===== config.mk =====
export PLATFORM = sky130hd
export DESIGN_NAME = tpf_formatter
export DESIGN_NICKNAME = d
export VERILOG_FILES = /design/src/tpf_pkg.sv /design/src/tpf_formatter.sv
export SDC_FILE = /design/constraint.sdc
export NUM_CORES = 1
export LEC_CHECK = 0
export BUFFER_PORTS_ARGS = -buffer_cell sky130_fd_sc_hd__buf_2
export CELL_PAD_IN_SITES_DETAIL_PLACEMENT = 1
export CELL_PAD_IN_SITES_GLOBAL_PLACEMENT = 1
export CORE_MARGIN = 4
export CORE_UTILIZATION = 47
export DETAILED_ROUTE_END_ITERATION = 8
export GPL_ROUTABILITY_DRIVEN = 0
export PLACE_DENSITY_LB_ADDON = 0.1
export SETUP_SLACK_MARGIN = 0.05
export SLEW_MARGIN = 20
export SYNTH_ARGS = -nofsm -noshare
export SYNTH_HDL_FRONTEND = slang
export SYNTH_SLANG_ARGS = --single-unit

===== constraint.sdc =====
create_clock -name clk_sys_in -period 4.22 [get_ports clk_sys_in]
set_input_delay 0.211 -clock clk_sys_in [delete_from_list [all_inputs] [get_ports clk_sys_in]]
set_output_delay 0.211 -clock clk_sys_in [all_outputs]
set_load 0.005 [all_outputs]

===== src/tpf_pkg.sv =====
// Purpose: Shared constants and types for the trace packet formatter.
// Assumes: All users run on clk_sys_in at 20 MHz.
// Notes:   Header values and byte counts follow the trace packet protocol.
package tpf_pkg;

	////////////////////////////////////////////////////////////////////////
	// Header encodings
	localparam logic [7:0] TPF_HDR_SYNC     = 8'h00;   // Sync filler byte
	localparam logic [7:0] TPF_SYNC_END     = 8'h80;   // Closing byte of a sync run
	localparam logic [7:0] TPF_HDR_OVF      = 8'h70;   // Overflow header
	localparam logic [7:0] TPF_HDR_LTS1     = 8'hC0;   // Long timestamp, TC = 00
	localparam logic [7:0] TPF_HDR_GTS1     = 8'h94;   // Global timestamp, low bits
	localparam logic [3:0] TPF_LTS_LOW      = 4'h0;    // Low nibble of timestamp header
	localparam logic [3:0] TPF_EXT_LOW      = 4'h8;    // Low nibble, extension, S = 0
	localparam logic [1:0] TPF_SRC_PROTO    = 2'h0;    // Low bits of protocol headers
	localparam logic [0:0] TPF_SW_SRC       = 1'h0;    // Software source select bit

	////////////////////////////////////////////////////////////////////////
	// Lengths and field widths
	localparam logic [2:0] TPF_SYNC_LEN     = 3'h7;    // Six zero bytes and the end byte
	localparam logic [2:0] TPF_GTS_LEN      = 3'h5;    // Header and four payload bytes
	localparam logic [2:0] TPF_ONE_BYTE     = 3'h1;
	localparam int         TPF_GRP_W        = 7;       // Value bits per payload byte
	localparam int         TPF_TS_W         = 28;      // Local timestamp counter width
	localparam int         TPF_GTS_W        = 26;      // Global timestamp low part
	localparam logic [27:0] TPF_TS_SHORT_MIN = 28'h000_0001;
	localparam logic [27:0] TPF_TS_SHORT_MAX = 28'h000_0006;
	localparam logic [27:0] TPF_TS_1B_LIM   = 28'h000_0080;
	localparam logic [27:0] TPF_TS_2B_LIM   = 28'h000_4000;
	localparam logic [27:0] TPF_TS_3B_LIM   = 28'h020_0000;
	localparam logic [27:0] TPF_TS_MAX      = 28'hFFF_FFFF;
	localparam logic [31:0] TPF_SYNC_PERIOD = 32'h0000_2000;   // Cycles between syncs

	// Formatter states
	typedef enum logic [0:0] {
		TPF_IDLE,
		TPF_EMIT
	} tpf_state_t;

endpackage


===== src/tpf_formatter.sv =====
// Purpose: Trace packet formatter merging software, watchpoint, timestamp,
//          overflow and sync packets into one byte stream.
// Assumes: All inputs come from logic on clk_sys_in; ce_in freezes all state.
// Notes:   Bytes leave through a 32-entry FIFO, either as bytes or serially.
//
// Summary of operation
// - Each packet opens with a header; all-zero header starts a sync packet.
// - Nonzero header with low bits 00 is a protocol packet, 0-4 payload bytes.
// - Header with nonzero low bits is a source packet of 1, 2 or 4 bytes.
// - Non-sync packets are one to five bytes including the header.
// - Header goes first, payload in order, each byte LSB first.
// - Sync is six zero bytes then a byte with only bit 7 set.
// - Periodic sync is mandatory on a parallel port, optional on serial.
// - Sending a sync packet clears the stimulus page register to zero.
// - Overflow is the single header byte 0x70 with no payload.
// - Overflow on full stimulus buffer, full watchpoint buffer, counter wrap.
// - Local timestamp header is C, three data bits, 0000; never 000 or 111.
// - Extension header is C, data bits, 1, source bit, 00; 0-4 payload.
// - Global timestamp header is 10, type bit, 10100; 1-4 payload bytes.
// - Bit 7 of protocol bytes is continuation, except a fifth byte.
// - Emitting a local timestamp clears the timestamp counter.
// - Local timestamps are deltas; length depends on value size.
// - Synchronous timestamp of 1 to 6 goes as a single header byte.
// - All packet sources merge into one byte stream to the port.
// - Packets come from stimulus writes, hardware timestamps, sync, watchpoints.
// - Watchpoint unit packets arrive on data trace, PC sample, counter wrap.
// - Encoding is the same whatever sink takes the stream.
// - Short timestamp data bits carry the value, only 001 to 110.
// - Long timestamp payload has seven value bits per byte, low group first.
`timescale 1ns/1ps

////////////////////////////////////////////////////////////////////////////
// Synchronous FIFO with valid/ready on both sides
module tpf_fifo #(
	parameter int W = 8,
	parameter int D = 32
) (
	input  wire logic         clk_sys_in,
	input  wire logic         rst_in,
	input  wire logic         ce_in,
	input  wire logic         in_valid_in,
	output logic              in_ready_out,
	input  wire logic [W-1:0] in_data_in,
	output logic              out_valid_out,
	input  wire logic         out_ready_in,
	output logic [W-1:0]      out_data_out
);
	localparam int AW = $clog2(D);

	typedef struct packed {
		logic [D-1:0][W-1:0] mem;
		logic [AW-1:0]       wp;
		logic [AW-1:0]       rp;
		logic [AW:0]         cnt;
	} tpf_fifo_st_t;

	tpf_fifo_st_t cur_ff;
	tpf_fifo_st_t nxt_st;
	logic         push;
	logic         pop;

	// Full and empty come straight from the count, so they never lie
	assign in_ready_out  = (cur_ff.cnt != D[AW:0]);
	assign out_valid_out = (cur_ff.cnt != '0);
	assign out_data_out  = cur_ff.mem[cur_ff.rp];
	assign push          = in_valid_in && in_ready_out;
	assign pop           = out_valid_out && out_ready_in;

	// Pointer and count update
	always_comb begin
		nxt_st = cur_ff;
		if (push) begin
			nxt_st.mem[cur_ff.wp] = in_data_in;
			nxt_st.wp = cur_ff.wp + 1'b1;
		end
		if (pop) begin
			nxt_st.rp = cur_ff.rp + 1'b1;
		end
		if (push && !pop) begin
			nxt_st.cnt = cur_ff.cnt + 1'b1;
		end else if (pop && !push) begin
			nxt_st.cnt = cur_ff.cnt - 1'b1;
		end
	end

	always_ff @(posedge clk_sys_in) begin
		if (rst_in) begin
			cur_ff <= '0;
		end else if (ce_in) begin
			cur_ff <= nxt_st;
		end
	end
endmodule

////////////////////////////////////////////////////////////////////////////
// Packet formatter top
module tpf_formatter
	import tpf_pkg::*;
#(
	parameter logic [31:0] SYNC_PERIOD = TPF_SYNC_PERIOD
) (
	input  wire logic        clk_sys_in,
	input  wire logic        rst_in,
	input  wire logic        ce_in,
	input  wire logic        stim_valid_in,
	input  wire logic [7:0]  stim_port_in,
	input  wire logic [31:0] stim_data_in,
	input  wire logic [1:0]  stim_size_in,
	output logic             stim_ready_out,
	input  wire logic        hw_valid_in,
	input  wire logic [4:0]  hw_id_in,
	input  wire logic [31:0] hw_data_in,
	input  wire logic [1:0]  hw_size_in,
	output logic             hw_ready_out,
	input  wire logic        ts_enable_in,
	input  wire logic        gts_req_in,
	input  wire logic [25:0] gts_value_in,
	input  wire logic        parallel_port_in,
	input  wire logic        sync_enable_in,
	input  wire logic        serial_mode_in,
	output logic             byte_valid_out,
	input  wire logic        byte_ready_in,
	output logic [7:0]       byte_data_out,
	output logic             trace_bit_out,
	output logic             trace_bit_valid_out,
	output logic [2:0]       page_out
);

	typedef struct packed {
		tpf_state_t  st;
		logic [2:0]  idx;
		logic [2:0]  len;
		logic        is_sync;
		logic [39:0] pkt;
		logic        stim_full;
		logic [7:0]  stim_port;
		logic [31:0] stim_data;
		logic [1:0]  stim_size;
		logic        hw_full;
		logic [4:0]  hw_id;
		logic [31:0] hw_data;
		logic [1:0]  hw_size;
		logic        ovf_pend;
		logic        sync_pend;
		logic        gts_pend;
		logic [25:0] gts_val;
		logic        lts_pend;
		logic [27:0] lts_val;
		logic [27:0] ts_cnt;
		logic [2:0]  page;
		logic [31:0] sync_cnt;
		logic [7:0]  ser_sh;
		logic [3:0]  ser_cnt;
	} tpf_st_t;

	tpf_st_t     cur_ff;
	tpf_st_t     nxt_st;
	logic        fifo_in_valid;
	logic        fifo_in_ready;
	logic [7:0]  fifo_in_data;
	logic        fifo_out_valid;
	logic        fifo_out_ready;
	logic [7:0]  fifo_out_data;
	logic        sync_on;

	////////////////////////////////////////////////////////////////////////
	// Source packet: header {id, S, SS} then little-endian payload
	function automatic logic [42:0] src_pkt(input logic [4:0] id, input logic s,
		input logic [1:0] sz, input logic [31:0] data);
		logic [1:0] ss;
		logic [2:0] n;
		ss = (sz == 2'h0) ? 2'h1 : (sz == 2'h1) ? 2'h2 : 2'h3;
		n  = (sz == 2'h0) ? 3'h2 : (sz == 2'h1) ? 3'h3 : 3'h5;
		src_pkt = {n, data, id, s, ss};
	endfunction

	// Local timestamp: short form for 1 to 6, else 7-bit groups low first
	function automatic logic [42:0] lts_pkt(input logic [27:0] v);
		logic [39:0] p;
		logic [2:0]  n;
		p = '0;
		if (v >= TPF_TS_SHORT_MIN && v <= TPF_TS_SHORT_MAX) begin
			p[7:0] = {1'b0, v[2:0], TPF_LTS_LOW};
			n = TPF_ONE_BYTE;
		end else begin
			n = (v < TPF_TS_1B_LIM) ? 3'h2 : (v < TPF_TS_2B_LIM) ? 3'h3 :
				(v < TPF_TS_3B_LIM) ? 3'h4 : 3'h5;
			p[7:0] = TPF_HDR_LTS1;
			for (int i = 0; i < 4; i++) begin
				// Continuation set on all but the final payload byte
				p[8*i+8 +: 8] = {(3'(i) < n - 3'h2), v[TPF_GRP_W*i +: TPF_GRP_W]};
			end
		end
		lts_pkt = {n, p};
	endfunction

	// Global timestamp low part, always sent as a five-byte packet
	function automatic logic [42:0] gts_pkt(input logic [25:0] v);
		gts_pkt = {TPF_GTS_LEN, 3'h0, v[25:21], 1'b1, v[20:14], 1'b1, v[13:7],
			1'b1, v[6:0], TPF_HDR_GTS1};
	endfunction

	assign sync_on = parallel_port_in || sync_enable_in;

	////////////////////////////////////////////////////////////////////////
	// Input slots, pending flags, timestamp counter, arbitration and emission
	always_comb begin
		logic [42:0] bp;
		logic        launch;
		logic        took_ovf, took_sync, took_gts, took_stim, took_hw;
		bp        = '0;
		launch    = 1'b0;
		{took_ovf, took_sync, took_gts, took_stim, took_hw} = '0;
		nxt_st    = cur_ff;
		fifo_in_valid = 1'b0;
		fifo_in_data  = TPF_HDR_SYNC;

		// Local timestamp counter; a wrap is reported as overflow
		if (ts_enable_in) begin
			nxt_st.ts_cnt = cur_ff.ts_cnt + 1'b1;
		end

		// Periodic sync request; period counter restarts after each request
		if (sync_on && cur_ff.sync_cnt >= SYNC_PERIOD - 32'h0000_0001) begin
			nxt_st.sync_cnt = '0;
		end else if (sync_on) begin
			nxt_st.sync_cnt = cur_ff.sync_cnt + 32'h0000_0001;
		end

		// Byte emission; the FIFO's ready stalls the whole packet
		if (cur_ff.st == TPF_EMIT) begin
			fifo_in_valid = 1'b1;
			if (cur_ff.is_sync) begin
				fifo_in_data = (cur_ff.idx == TPF_SYNC_LEN - 3'h1) ?
					TPF_SYNC_END : TPF_HDR_SYNC;
			end else begin
				fifo_in_data = cur_ff.pkt[8*cur_ff.idx +: 8];
			end
			if (fifo_in_ready) begin
				nxt_st.idx = cur_ff.idx + 3'h1;
				if (cur_ff.idx == cur_ff.len - 3'h1) begin
					nxt_st.st = TPF_IDLE;
				end
			end
		end else begin
			// Priority: timestamp tied to last data, sync, overflow, page, data
			priority case (1'b1)
				cur_ff.lts_pend: begin
					bp = lts_pkt(cur_ff.lts_val);
					launch = 1'b1;
				end
				cur_ff.sync_pend: begin
					bp = {TPF_SYNC_LEN, 40'h00_0000_0000};
					took_sync = 1'b1;
					nxt_st.page = '0;
				end
				cur_ff.ovf_pend: begin
					bp = {TPF_ONE_BYTE, 32'h0000_0000, TPF_HDR_OVF};
					took_ovf = 1'b1;
				end
				cur_ff.stim_full && cur_ff.stim_port[7:5] != cur_ff.page: begin
					// Page change goes out as a one-byte extension packet
					bp = {TPF_ONE_BYTE, 32'h0000_0000, 1'b0, cur_ff.stim_port[7:5],
						TPF_EXT_LOW[3], TPF_SW_SRC, TPF_SRC_PROTO};
					nxt_st.page = cur_ff.stim_port[7:5];
				end
				cur_ff.stim_full: begin
					bp = src_pkt(cur_ff.stim_port[4:0], 1'b0, cur_ff.stim_size,
						cur_ff.stim_data);
					took_stim = 1'b1;
				end
				cur_ff.hw_full: begin
					bp = src_pkt(cur_ff.hw_id, 1'b1, cur_ff.hw_size,
						cur_ff.hw_data);
					took_hw = 1'b1;
				end
				cur_ff.gts_pend: begin
					bp = gts_pkt(cur_ff.gts_val);
					took_gts = 1'b1;
				end
				default: bp = '0;
			endcase
			if (bp[42:40] != 3'h0) begin
				nxt_st.st      = TPF_EMIT;
				nxt_st.idx     = '0;
				nxt_st.len     = bp[42:40];
				nxt_st.pkt     = bp[39:0];
				nxt_st.is_sync = took_sync;
			end
		end
		// Emitting a timestamp restarts the delta count
		if (launch) begin
			nxt_st.lts_pend = 1'b0;
			nxt_st.ts_cnt   = '0;
		end
		// A data packet captures the delta so its timestamp stays synchronous
		if ((took_stim || took_hw) && ts_enable_in) begin
			nxt_st.lts_pend = 1'b1;
			nxt_st.lts_val  = cur_ff.ts_cnt;
		end

		// Pending flags: a new event in the taking cycle wins over the clear
		nxt_st.ovf_pend  = cur_ff.ovf_pend & ~took_ovf;
		nxt_st.sync_pend = cur_ff.sync_pend & ~took_sync;
		nxt_st.gts_pend  = cur_ff.gts_pend & ~took_gts;
		if (took_stim) begin
			nxt_st.stim_full = 1'b0;
		end
		if (took_hw) begin
			nxt_st.hw_full = 1'b0;
		end
		if (sync_on && cur_ff.sync_cnt >= SYNC_PERIOD - 32'h0000_0001) begin
			nxt_st.sync_pend = 1'b1;
		end
		if (ts_enable_in && cur_ff.ts_cnt == TPF_TS_MAX && !launch) begin
			nxt_st.ovf_pend = 1'b1;
		end
		if (gts_req_in) begin
			nxt_st.gts_pend = 1'b1;
			nxt_st.gts_val  = gts_value_in;
		end

		// Stimulus slot; a write into a full slot is dropped and flagged
		if (stim_valid_in) begin
			if (cur_ff.stim_full) begin
				nxt_st.ovf_pend = 1'b1;
			end else begin
				nxt_st.stim_full = 1'b1;
				nxt_st.stim_port = stim_port_in;
				nxt_st.stim_data = stim_data_in;
				nxt_st.stim_size = stim_size_in;
			end
		end

		// Watchpoint slot behaves the same way
		if (hw_valid_in) begin
			if (cur_ff.hw_full) begin
				nxt_st.ovf_pend = 1'b1;
			end else begin
				nxt_st.hw_full = 1'b1;
				nxt_st.hw_id   = hw_id_in;
				nxt_st.hw_data = hw_data_in;
				nxt_st.hw_size = hw_size_in;
			end
		end

		// Serializer: loads a byte when empty or on its last bit, shifts out LSB first
		if (cur_ff.ser_cnt != 4'h0) begin
			nxt_st.ser_sh  = {1'b0, cur_ff.ser_sh[7:1]};
			nxt_st.ser_cnt = cur_ff.ser_cnt - 4'h1;
		end
		if (serial_mode_in && fifo_out_valid && fifo_out_ready) begin
			nxt_st.ser_sh  = fifo_out_data;
			nxt_st.ser_cnt = 4'h8;
		end
	end

	////////////////////////////////////////////////////////////////////////
	// State register
	always_ff @(posedge clk_sys_in) begin
		if (rst_in) begin
			cur_ff <= '0;
		end else if (ce_in) begin
			cur_ff <= nxt_st;
		end
	end

	// The serializer must be empty or on its last bit before taking a byte
	assign fifo_out_ready = serial_mode_in ? (cur_ff.ser_cnt <= 4'h1) : byte_ready_in;

	tpf_fifo #(
		.W(8),
		.D(32)
	) u_fifo (
		.clk_sys_in    (clk_sys_in),
		.rst_in        (rst_in),
		.ce_in         (ce_in),
		.in_valid_in   (fifo_in_valid),
		.in_ready_out  (fifo_in_ready),
		.in_data_in    (fifo_in_data),
		.out_valid_out (fifo_out_valid),
		.out_ready_in  (fifo_out_ready),
		.out_data_out  (fifo_out_data)
	);

	////////////////////////////////////////////////////////////////////////
	// Outputs
	assign stim_ready_out      = !cur_ff.stim_full;
	assign hw_ready_out        = !cur_ff.hw_full;
	assign byte_valid_out      = fifo_out_valid && !serial_mode_in;
	assign byte_data_out       = fifo_out_data;
	assign trace_bit_out       = cur_ff.ser_sh[0];
	assign trace_bit_valid_out = (cur_ff.ser_cnt != 4'h0);
	assign page_out            = cur_ff.page;
endmodule


# Word-level counts from Yosys, hierarchy flattened
# Cells that the tools add are included.
# word_totals
regBits,536
latchBits,0
ramBits,0
mem_bits_ro,0
in_bits,118
out_inout_bits,16
wordCells,242
mem_count,0
# classes
addsub,10
multipliers,0
div_mod_pow,0
order_cmp,14
n_eq_ne,9
n_shift,1
mux,91
n_bitwise,10
n_reduce_logical,48
# ops
op,n
43-bit 2-to-1 mux,10
256-bit bitwise mux,1
32-bit 2-to-1 mux,3
28-bit 2-to-1 mux,2
48-bit 2-to-1 mux,1
8-bit 2-to-1 mux,6
1-bit 2-to-1 mux,44
41-bit 2-to-1 mux,1
8-bit binary-select mux with 5-bit select,1
8-bit demux with 5-bit select,1
40-bit 2-to-1 mux,1
40-bit by 7-bit indexed part select with 8-bit output,1
32-bit by 1-bit adder with 32-bit output (second input constant),1
32-bit by 13-bit >= comparator with 1-bit output (second input constant),1
3-bit 2-to-1 mux,10
29-bit 2-to-1 mux,1
28-bit by 1-bit adder with 28-bit output (second input constant),1
28-bit equality test (second input constant),1
28-bit by 1-bit >= comparator with 1-bit output (second input constant),1
28-bit by 3-bit less-or-equal comparator with 1-bit output (second input constant),1
28-bit by 15-bit < comparator with 1-bit output (second input constant),1
28-bit by 22-bit < comparator with 1-bit output (second input constant),1
28-bit by 8-bit < comparator with 1-bit output (second input constant),1
27-bit 2-to-1 mux,1
other kinds (36),90

# Depth between registers and ports, before layout
# Gate-level depths: netlist of the first run.
# depth
word_depth,13
depth_mapped,14
depth_no_buf,14

# Cells and area by module
# Synthesis of the first run repeated with hierarchy kept, for this count alone.
# unflattened
cells_unflattened,2664
hier_area_um2,25271.7
# by_module_without_submodules
module,n_inst,cells_each,area_each_um2,seq_area_each_um2
tpf_fifo,1,1180,12949.9,5445.2
tpf_formatter,1,1484,12321.8,5285.1

# Least setup slack after synthesis of the first run
# Ideal clock, no wire load.
# synth_path
path_kind,register to register
from,reg u_fifo.cur_ff[0] in the netlist's numbering
to,reg u_fifo.cur_ff[5] in the netlist's numbering
setup_ns,0.121
arrival_time_ns,3.117
path_slack_ns,0.982
path_stages_with_launch,14
path_cell_list,dfxtp_1 > or4_1 > o31a_1 > o2bb2ai_1 > inv_1 > ha_1 > inv_1 > ha_1 > a21o_1 > a21oi_1 > o21bai_1 > a21oi_1 > mux2i_1 > mux2_2
# synth_via
elab_chain_len,6
word_cells_on_any_way,14
classes_between,2 x add/sub; 1 x eq/ne; 2 x mux; 9 x reduce/logical
# synth_rtl
element,line,rtl
start: declaration,tpf_formatter.sv:57,tpf_fifo_st_t cur_ff;
start signal: assignment,tpf_formatter.sv:90,cur_ff <= nxt_st;
"parallel branches: the longest is 6 deep, another holds 6-bit by 1-bit subtractor with 6-bit output",-,
# Several ways; the timed one is not identified. The select of a mux whose other input is x is not followed.
# A chain may end at the register's enable or synchronous reset.

# Worst setup path after layout of the first run
# Same ends and word-level chain as after synthesis.

==> results of run 1 <==
## metrics by stage
stage	total power [mW]	utilization (%)	worst slack, ps	hold WS (ps)	instances
after floorplan	6.37	-	982	347	2769
after global placement	6.74	49.9	731	441	3379
after detailed placement	6.80	49.9	599	446	3379
after CTS	12.2	56.1	573	28.2	3590
after global routing	12.6	56.1	389	97.8	3590
final	12.1	56.1	603	96.5	3590
## layer usage
layer	track usage [%]	part of all wire [%]	vias up
met5	0	0	-
met4	10.4	3.9	0
met3	3.68	4.5	161
met2	51.8	50	583
met1	36.0	41	10617
li1	-	-	9813
## worst min path at each step
stage / cells after the start / end / slack [ps]
2_1_floorplan: 2 / cur_ff[166] / 350
5_1_grt: 4 / cur_ff[12] / 100
3_3_place_gp: 2 / cur_ff[232] / 440
3_5_place_dp: 2 / cur_ff[149] / 450
4_1_cts: 4 / cur_ff[12] / 30
6_report: 4 / cur_ff[12] / 100
## sequential cells by signal, summed over array words and instances, names as in the netlist
signal,count
cur_ff,260
trace_bit_out,1
u_fifo.cur_ff,272
page_out,3
## kinds of logic after synthesis
group	after synthesis	share of synthesized area, %
simple gates	1106	19.4
compound gates	616	15.8
flops	536	45.5
buf+inv	281	4.83
mux	158	11.5
xor+xnor	53	1.97
fa+ha+maj	19	1.04
## worst min-delay path: cells and delay by family
| kind | cells | cell delay, ps |
|---|---|---|
| AO/OA/AOI/OAI | 2 | 190 |
| buffers and inverters | 1 | 140 |
| AND/OR/NAND/NOR | 1 | 100 |
## power groups by stage
stage          clock network (mW)  logic, mW  registers (mW)
5_1_grt                      5.66       1.56            5.38
2_1_floorplan                   0      0.994            5.38
3_5_place_dp                    0       1.32            5.47
4_1_cts                      5.42       1.41            5.36
6_report                     5.35       1.43            5.37
3_3_place_gp                    0       1.28            5.46
## synth_stat cells, types with 4 or more instances
cell       instances
nor2_1           583
dfxtp_1          536
a21oi_1          398
nand2_1          338
clkbuf_1         182
mux4_2            88
nand3_1           54
mux2i_1           51
inv_1             50
xor2_1            38
o21ai_0           36
a211oi_1          34
a311oi_1          32
buf_2             27
a222oi_1          26
o2bb2ai_1         21
nor3_1            20
ha_1              18
nand4_1           18
and3_1            16
mux2_2            16
xnor2_1           15
and2_1            12
buf_1             12
nand2b_1          12
nor4_1            10
or3_1             10
a22o_1             8
and4_1             8
nor2b_1            8
a22oi_1            7
a31oi_1            6
o21bai_1           6
buf_6              5
buf_4              4
nand3b_1           4
o2111ai_1          4
o31a_1             4
## cell type report
type	count	area, um^2	area share (%)
multi-input combinational	1952	11800	42.5
sequential	536	10700	38.8
timing repair buffer	284	2140	7.75
clock buffer	82	1690	6.12
tap	664	831	3.00
clock inverter	21	302	1.09
inverter	51	191	0.692
==> flow_summary.rst, run 1 <==
.. list-table::
   :header-rows: 1

   * - Metric
     - Value
   * - Register-to-register setup slack
     - roughly 600 ps
   * - Worst r2r dst
     - u_fifo.cur_ff[5]
   * - Total Routed Length
     - between 70 and 80 mm
   * - Outcome
     - finished, final reports clean
   * - Top-level port count
     - roughly 130
   * - Die area
     - ~54000 um^2
   * - Final net count
     - just over 3000
   * - PwrDens
     - between 400 and 500 nW/um^2
   * - Area inside the core boundary
     - 49300 um^2
   * - Max Freq
     - ~280 MHz
   * - Initial standard-cell utilization of the core
     - between 40% and 50%
   * - Total Neg Setup Slack
     - 0 ps
   * - Total congestion overflow after global routing
     - 0
   * - Detailed Route Iter0 Violations
     - 1516
   * - Pins over their slew limit
     - 0
   * - Unrepaired setup endpoints after global routing
     - no
   * - Clock tree skew after final layout
     - a little under 30 ps
   * - Class of the most critical hold timing path
     - in2reg
   * - Fraction of registers with async set/reset
     - 0%
   * - Count of buffer and inverter cells on the critical path
     - 2
   * - Number of antenna repair diodes
     - 0
   * - Port-buffer cells
     - around 130
   * - Width of the chip
     - around 230 um
   * - Number of distinct library cells after synthesis
     - slightly below 70
   * - Type of the worst setup path
     - reg2reg
   * - Floorplan die height
     - 232 um
   * - Site row count
     - just over 80
   * - Sequential cell area fraction in the yosys report
     - 45.5%
   * - Arr. time, crit path
     - between 4000 and 5000 ps
   * - Crit path max-delay family
     - compound AO/OA/AOI/OAI gates
   * - Combinational share of power
     - 11.8%
   * - Start point of the critical path
     - u_fifo.cur_ff[0]
   * - Top cells by area in the synthesized netlist
     - dfxtp_1, nor2_1, a21oi_1, mux4_2, nand2_1
   * - Sum of net half-perimeters after detailed placement
     - slightly below 50 mm
   * - DP Area
     - between 20000 and 25000 um^2
   * - Most area-hungry cell type in the Yosys netlist
     - dfxtp_1
   * - Share of the synthesized area in the top cell type
     - roughly 45%
   * - Deepest clock path buffer count
     - 3
   * - Cell at the root of the clock tree
     - clkbuf_16
   * - H-tree depth reported by CTS
     - 2
   * - Net count after synthesis
     - between 2000 and 3000
   * - HP Start
     - parallel_port_in
   * - Top fanout value on the critical path
     - 6
   * - Synthesized flop and latch total
     - about 540
   * - Final cycle utilization of the critical path
     - a little under nine tenths
   * - Static leakage
     - just over 10 nW
   * - Transition time at the pin with the least slew margin
     - 1150 ps
   * - Count of mapped cells out of synthesis
     - approximately 2800
   * - Layout cell share with drive strength beyond 1
     - 13.3%
   * - Routed wire per std cell
     - around 22 um
   * - Max-slew headroom at the worst pin
     - 23.2%
   * - Yosys warns
     - 0
   * - Number of routed nets with antenna violations
     - 0
   * - 1st-pass router iterations
     - 8
   * - Insertion delay of the later-clocked pin in the worst-skew pair
     - roughly 620 ps
   * - Area Growth Syn to Fin
     - 17.2%
   * - GRT Resource Usage Total
     - between 20% and 30%
   * - Post_cts resized
     - 0
   * - Post-CTS Repair Setup Buffers
     - 0
   * - Most used cells in the layout excluding fill and tap cells
     - nor2_1, dfxtp_1, a21oi_1, nand2_1, buf_2
   * - Mapped cell area
     - about 24000 um^2
   * - CTS sink count
     - ~540
   * - Maximum number of pins on one net before global-route repair
     - around 150
   * - Clock edge transition at the registers on the reported setup and hold paths
     - 60 ps
   * - Post-synth EDFFs
     - 0
   * - Sequential power share
     - between 40% and 50%
   * - TritonCTS clock tree
     - built
   * - Switching power share of the total
     - 26.0%
   * - Most common cell after layout, fill and taps aside
     - nor2_1
   * - Launching element type of the critical path
     - flop
   * - Stages on the worst setup path
     - 13
   * - Post-Layout Inst Area
     - 27700 um^2
   * - Worst reg-to-reg path cell count
     - 13
   * - Largest stage delay, worst path
     - 640 ps
   * - Number of global-route vias before repair
     - about 23000
   * - Number of antenna violations at the first check in global routing
     - 0
   * - Layout filler cell count
     - 5727
   * - Worst Path Required
     - roughly 4700 ps
   * - Hold Buf Count CTS
     - 108
   * - Wire length of the first global-routing pass
     - roughly 130 mm
   * - DR vias
     - roughly 21000
   * - Reg-to-reg critical path startpoint
     - u_fifo.cur_ff[0]
   * - Critical path, cell by cell
     - or4_1 -> o31a_1 -> o2bb2ai_1 -> inv_1 -> ha_1 -> inv_1 -> ha_1 -> a21o_1 -> a21oi_1 -> o21bai_1 -> a21oi_1 -> mux2i_1 -> mux2_2
   * - Worst voltage drop across the vdd grid
     - just over 300 uV
   * - Average vias per placed instance
     - 5.90
   * - Kind of capture point of the worst setup path
     - flop
   * - Final min period
     - 3620 ps
   * - Average size of a mapped cell
     - 8.52 um^2
   * - Clock network power share
     - around 44%
   * - Dominant register cell in the synthesized netlist
     - dfxtp_1
   * - Net switching component of the power
     - between 3 and 4 mW
   * - Crit path capture
     - u_fifo.cur_ff[5]
   * - Total count of hold-check failures in the final report
     - 0
   * - Setup Viol. Count Final
     - 0
   * - Max_cap viols
     - 0
   * - TritonCTS Buffers
     - 58
   * - Post-detailed-route DRC marker count
     - 0
   * - Internal power consumption
     - around 9.0 mW
   * - Critical Path Slowest Stage Cell
     - or4_1
No activity file was read; power rests on OpenSTA's default activity.
==> run 2: changes to the inputs <==
--- a/config.mk
+++ b/config.mk
@@ -9,11 +9,12 @@
 export CELL_PAD_IN_SITES_DETAIL_PLACEMENT = 1
 export CELL_PAD_IN_SITES_GLOBAL_PLACEMENT = 1
 export CORE_MARGIN = 4
-export CORE_UTILIZATION = 47
+export CORE_UTILIZATION = 40
 export DETAILED_ROUTE_END_ITERATION = 8
 export GPL_ROUTABILITY_DRIVEN = 0
 export PLACE_DENSITY_LB_ADDON = 0.1
 export SETUP_SLACK_MARGIN = 0.05
+export SKIP_CTS_REPAIR_TIMING = 1
 export SLEW_MARGIN = 20
 export SYNTH_ARGS = -nofsm -noshare
 export SYNTH_HDL_FRONTEND = slang
==> run 2 against run 1 <==
Register-to-register slack got worse by 30 ps. Sequential cell count unchanged. Clock-buffer cell count rose by 2. Non-clock buffer count rose by 2. First-iteration DRC count shrank 13%. Critical path type unchanged. Critical endpoint unchanged.
==> flow_summary.rst, run 2 (synthesis results as in run 1) <==
.. list-table::
   :header-rows: 1

   * - Metric
     - Value
   * - Outcome
     - finished, final reports clean
   * - Top fanout value on the critical path
     - 6
   * - Max_cap viols
     - 0
   * - GRT Resource Usage Total
     - 22.7%
   * - Port-buffer cells
     - roughly 130
   * - Insertion delay of the later-clocked pin in the worst-skew pair
     - between 600 and 700 ps
   * - Clock edge transition at the registers on the reported setup and hold paths
     - ~60 ps
   * - Total Neg Setup Slack
     - 0 ps
   * - Worst voltage drop across the vdd grid
     - 350 uV
   * - PwrDens
     - between 400 and 500 nW/um^2
   * - Area Growth Syn to Fin
     - 18.0%
   * - Worst reg-to-reg path cell count
     - 13
   * - Static leakage
     - ~10 nW
   * - Width of the chip
     - approximately 250 um
   * - Total Routed Length
     - approximately 76 mm
   * - Cell at the root of the clock tree
     - clkbuf_16
   * - Area inside the core boundary
     - 58000 um^2
   * - Layout filler cell count
     - approximately 6700
   * - Unrepaired setup endpoints after global routing
     - no
   * - Max Freq
     - around 270 MHz
   * - Clock tree skew after final layout
     - between 20 and 30 ps
   * - Pins over their slew limit
     - 0
   * - Worst r2r dst
     - u_fifo.cur_ff[5]
   * - TritonCTS clock tree
     - built
   * - End point of the most critical hold path
     - cur_ff[12]
   * - Site row count
     - 88
   * - HP Start
     - parallel_port_in
   * - Total count of hold-check failures in the final report
     - 0
   * - Deepest clock path buffer count
     - 3
   * - Flip-flop count of the largest register after layout
     - roughly 270
   * - Type of the worst setup path
     - reg2reg
   * - CTS sink count
     - around 540
   * - Setup Viol. Count Final
     - 0
   * - Number of global-route vias before repair
     - 20817
   * - Sum of net half-perimeters after detailed placement
     - between 40 and 50 mm
   * - Final net count
     - approximately 3000
   * - Detailed Route Iter0 Violations
     - between 1000 and 1500
   * - Routed wire per std cell
     - a little over 20 um
   * - Average vias per placed instance
     - roughly 5.6
   * - Post-detailed-route DRC marker count
     - 0
   * - Floorplan die height
     - ~250 um
   * - DR vias
     - a little over 20000
   * - Initial standard-cell utilization of the core
     - around 40%
   * - Transition time at the pin with the least slew margin
     - roughly 1100 ps
   * - Hold depth
     - 4
   * - Reg-to-reg critical path startpoint
     - u_fifo.cur_ff[0]
   * - Die area
     - approximately 63000 um^2
   * - Final min period
     - around 3700 ps
   * - Top-level port count
     - 134
   * - Most common cell after layout, fill and taps aside
     - nor2_1
   * - Number of antenna violations at the first check in global routing
     - 0
   * - TritonCTS Buffers
     - 60
   * - Kind of capture point of the worst setup path
     - flop
   * - Arr. time, crit path
     - 4160 ps
   * - Number of antenna repair diodes
     - 0
   * - Number of routed nets with antenna violations
     - 0
   * - H-tree depth reported by CTS
     - 2
   * - Max-slew headroom at the worst pin
     - between 20 and 30%
   * - Register-to-register setup slack
     - about 570 ps
   * - Maximum number of pins on one net before global-route repair
     - 150
   * - Register name with the most flops
     - u_fifo.cur_ff
   * - 1st-pass router iterations
     - 9
   * - Total congestion overflow after global routing
     - 0
   * - Final cycle utilization of the critical path
     - ~87%
   * - Worst Path Required
     - ~4700 ps
   * - Launching element type of the critical path
     - flop
   * - Class of the most critical hold timing path
     - in2reg
   * - Most used cells in the layout excluding fill and tap cells
     - nor2_1, dfxtp_1, a21oi_1, nand2_1, buf_2
   * - Utilization of the core after routing
     - about half
   * - Wire length of the first global-routing pass
     - roughly 120 mm
   * - Layout cell share with drive strength beyond 1
     - between 10% and 20%
[run 2: cell type report]
type	count	area [um^2]	share of cell area, %
repair buffers	286	2140	7.70
inverters	51	191	0.687
flip-flops and latches	536	10700	38.5
clock inverters	27	298	1.07
multi-input cells	1952	11800	42.2
well taps	765	957	3.44
clock buffers	84	1770	6.36
[run 2: routing by layer]
layer	up-vias	part of all wire (%)	global-route usage, %
met2	391	50	39.3
li1	9821	-	-
met3	118	3.7	3.02
met1	10284	44	29.7
met5	-	0	0
met4	0	2.9	6.83
[run 2: how the worst max path moves through the flow]
stage               depth (start not counted)             start          endpoint  slack, ps
floorplan                                  13  u_fifo.cur_ff[0]  u_fifo.cur_ff[5]        980
detailed placement                         13  u_fifo.cur_ff[0]  u_fifo.cur_ff[5]        600
global route                               13  u_fifo.cur_ff[0]  u_fifo.cur_ff[5]        320
CTS                                        13  u_fifo.cur_ff[0]  u_fifo.cur_ff[5]        570
finish                                     13  u_fifo.cur_ff[0]  u_fifo.cur_ff[5]        570
global placement                           13  u_fifo.cur_ff[0]  u_fifo.cur_ff[5]        720
[run 2: power by group]
group / switching [mW] / internal (mW) / leakage [nW]
Combinational: 0.859 / 0.583 / 4.88
Clock: 2.19 / 3.28 / 1.04
Sequential: 0.140 / 5.20 / 4.34
Total: 3.19 / 9.06 / 10.3
[run 2: per-stage QoR]
step,instances,worst slack [ps],total power [mW],hold WS [ps],instance area [um^2]
finish,3701,569,12.3,28.4,27900
CTS,3593,572,12.3,-208,26800
detailed placement,3482,596,6.81,448,24700
global placement,3482,723,6.77,440,24700
floorplan,2769,982,6.37,347,23600
global route,3701,323,12.7,49.2,27900
[run 2: critical path, stage by stage, from the launching register on]
cell and delay [ps]:
dfxtp_1 360, or4_1 660, o31a_1 310, o2bb2ai_1 220, inv_1 110, ha_1 170
inv_1 130, ha_1 310, a21o_1 190, a21oi_1 250, o21bai_1 90, a21oi_1 180
mux2i_1 220, mux2_2 340
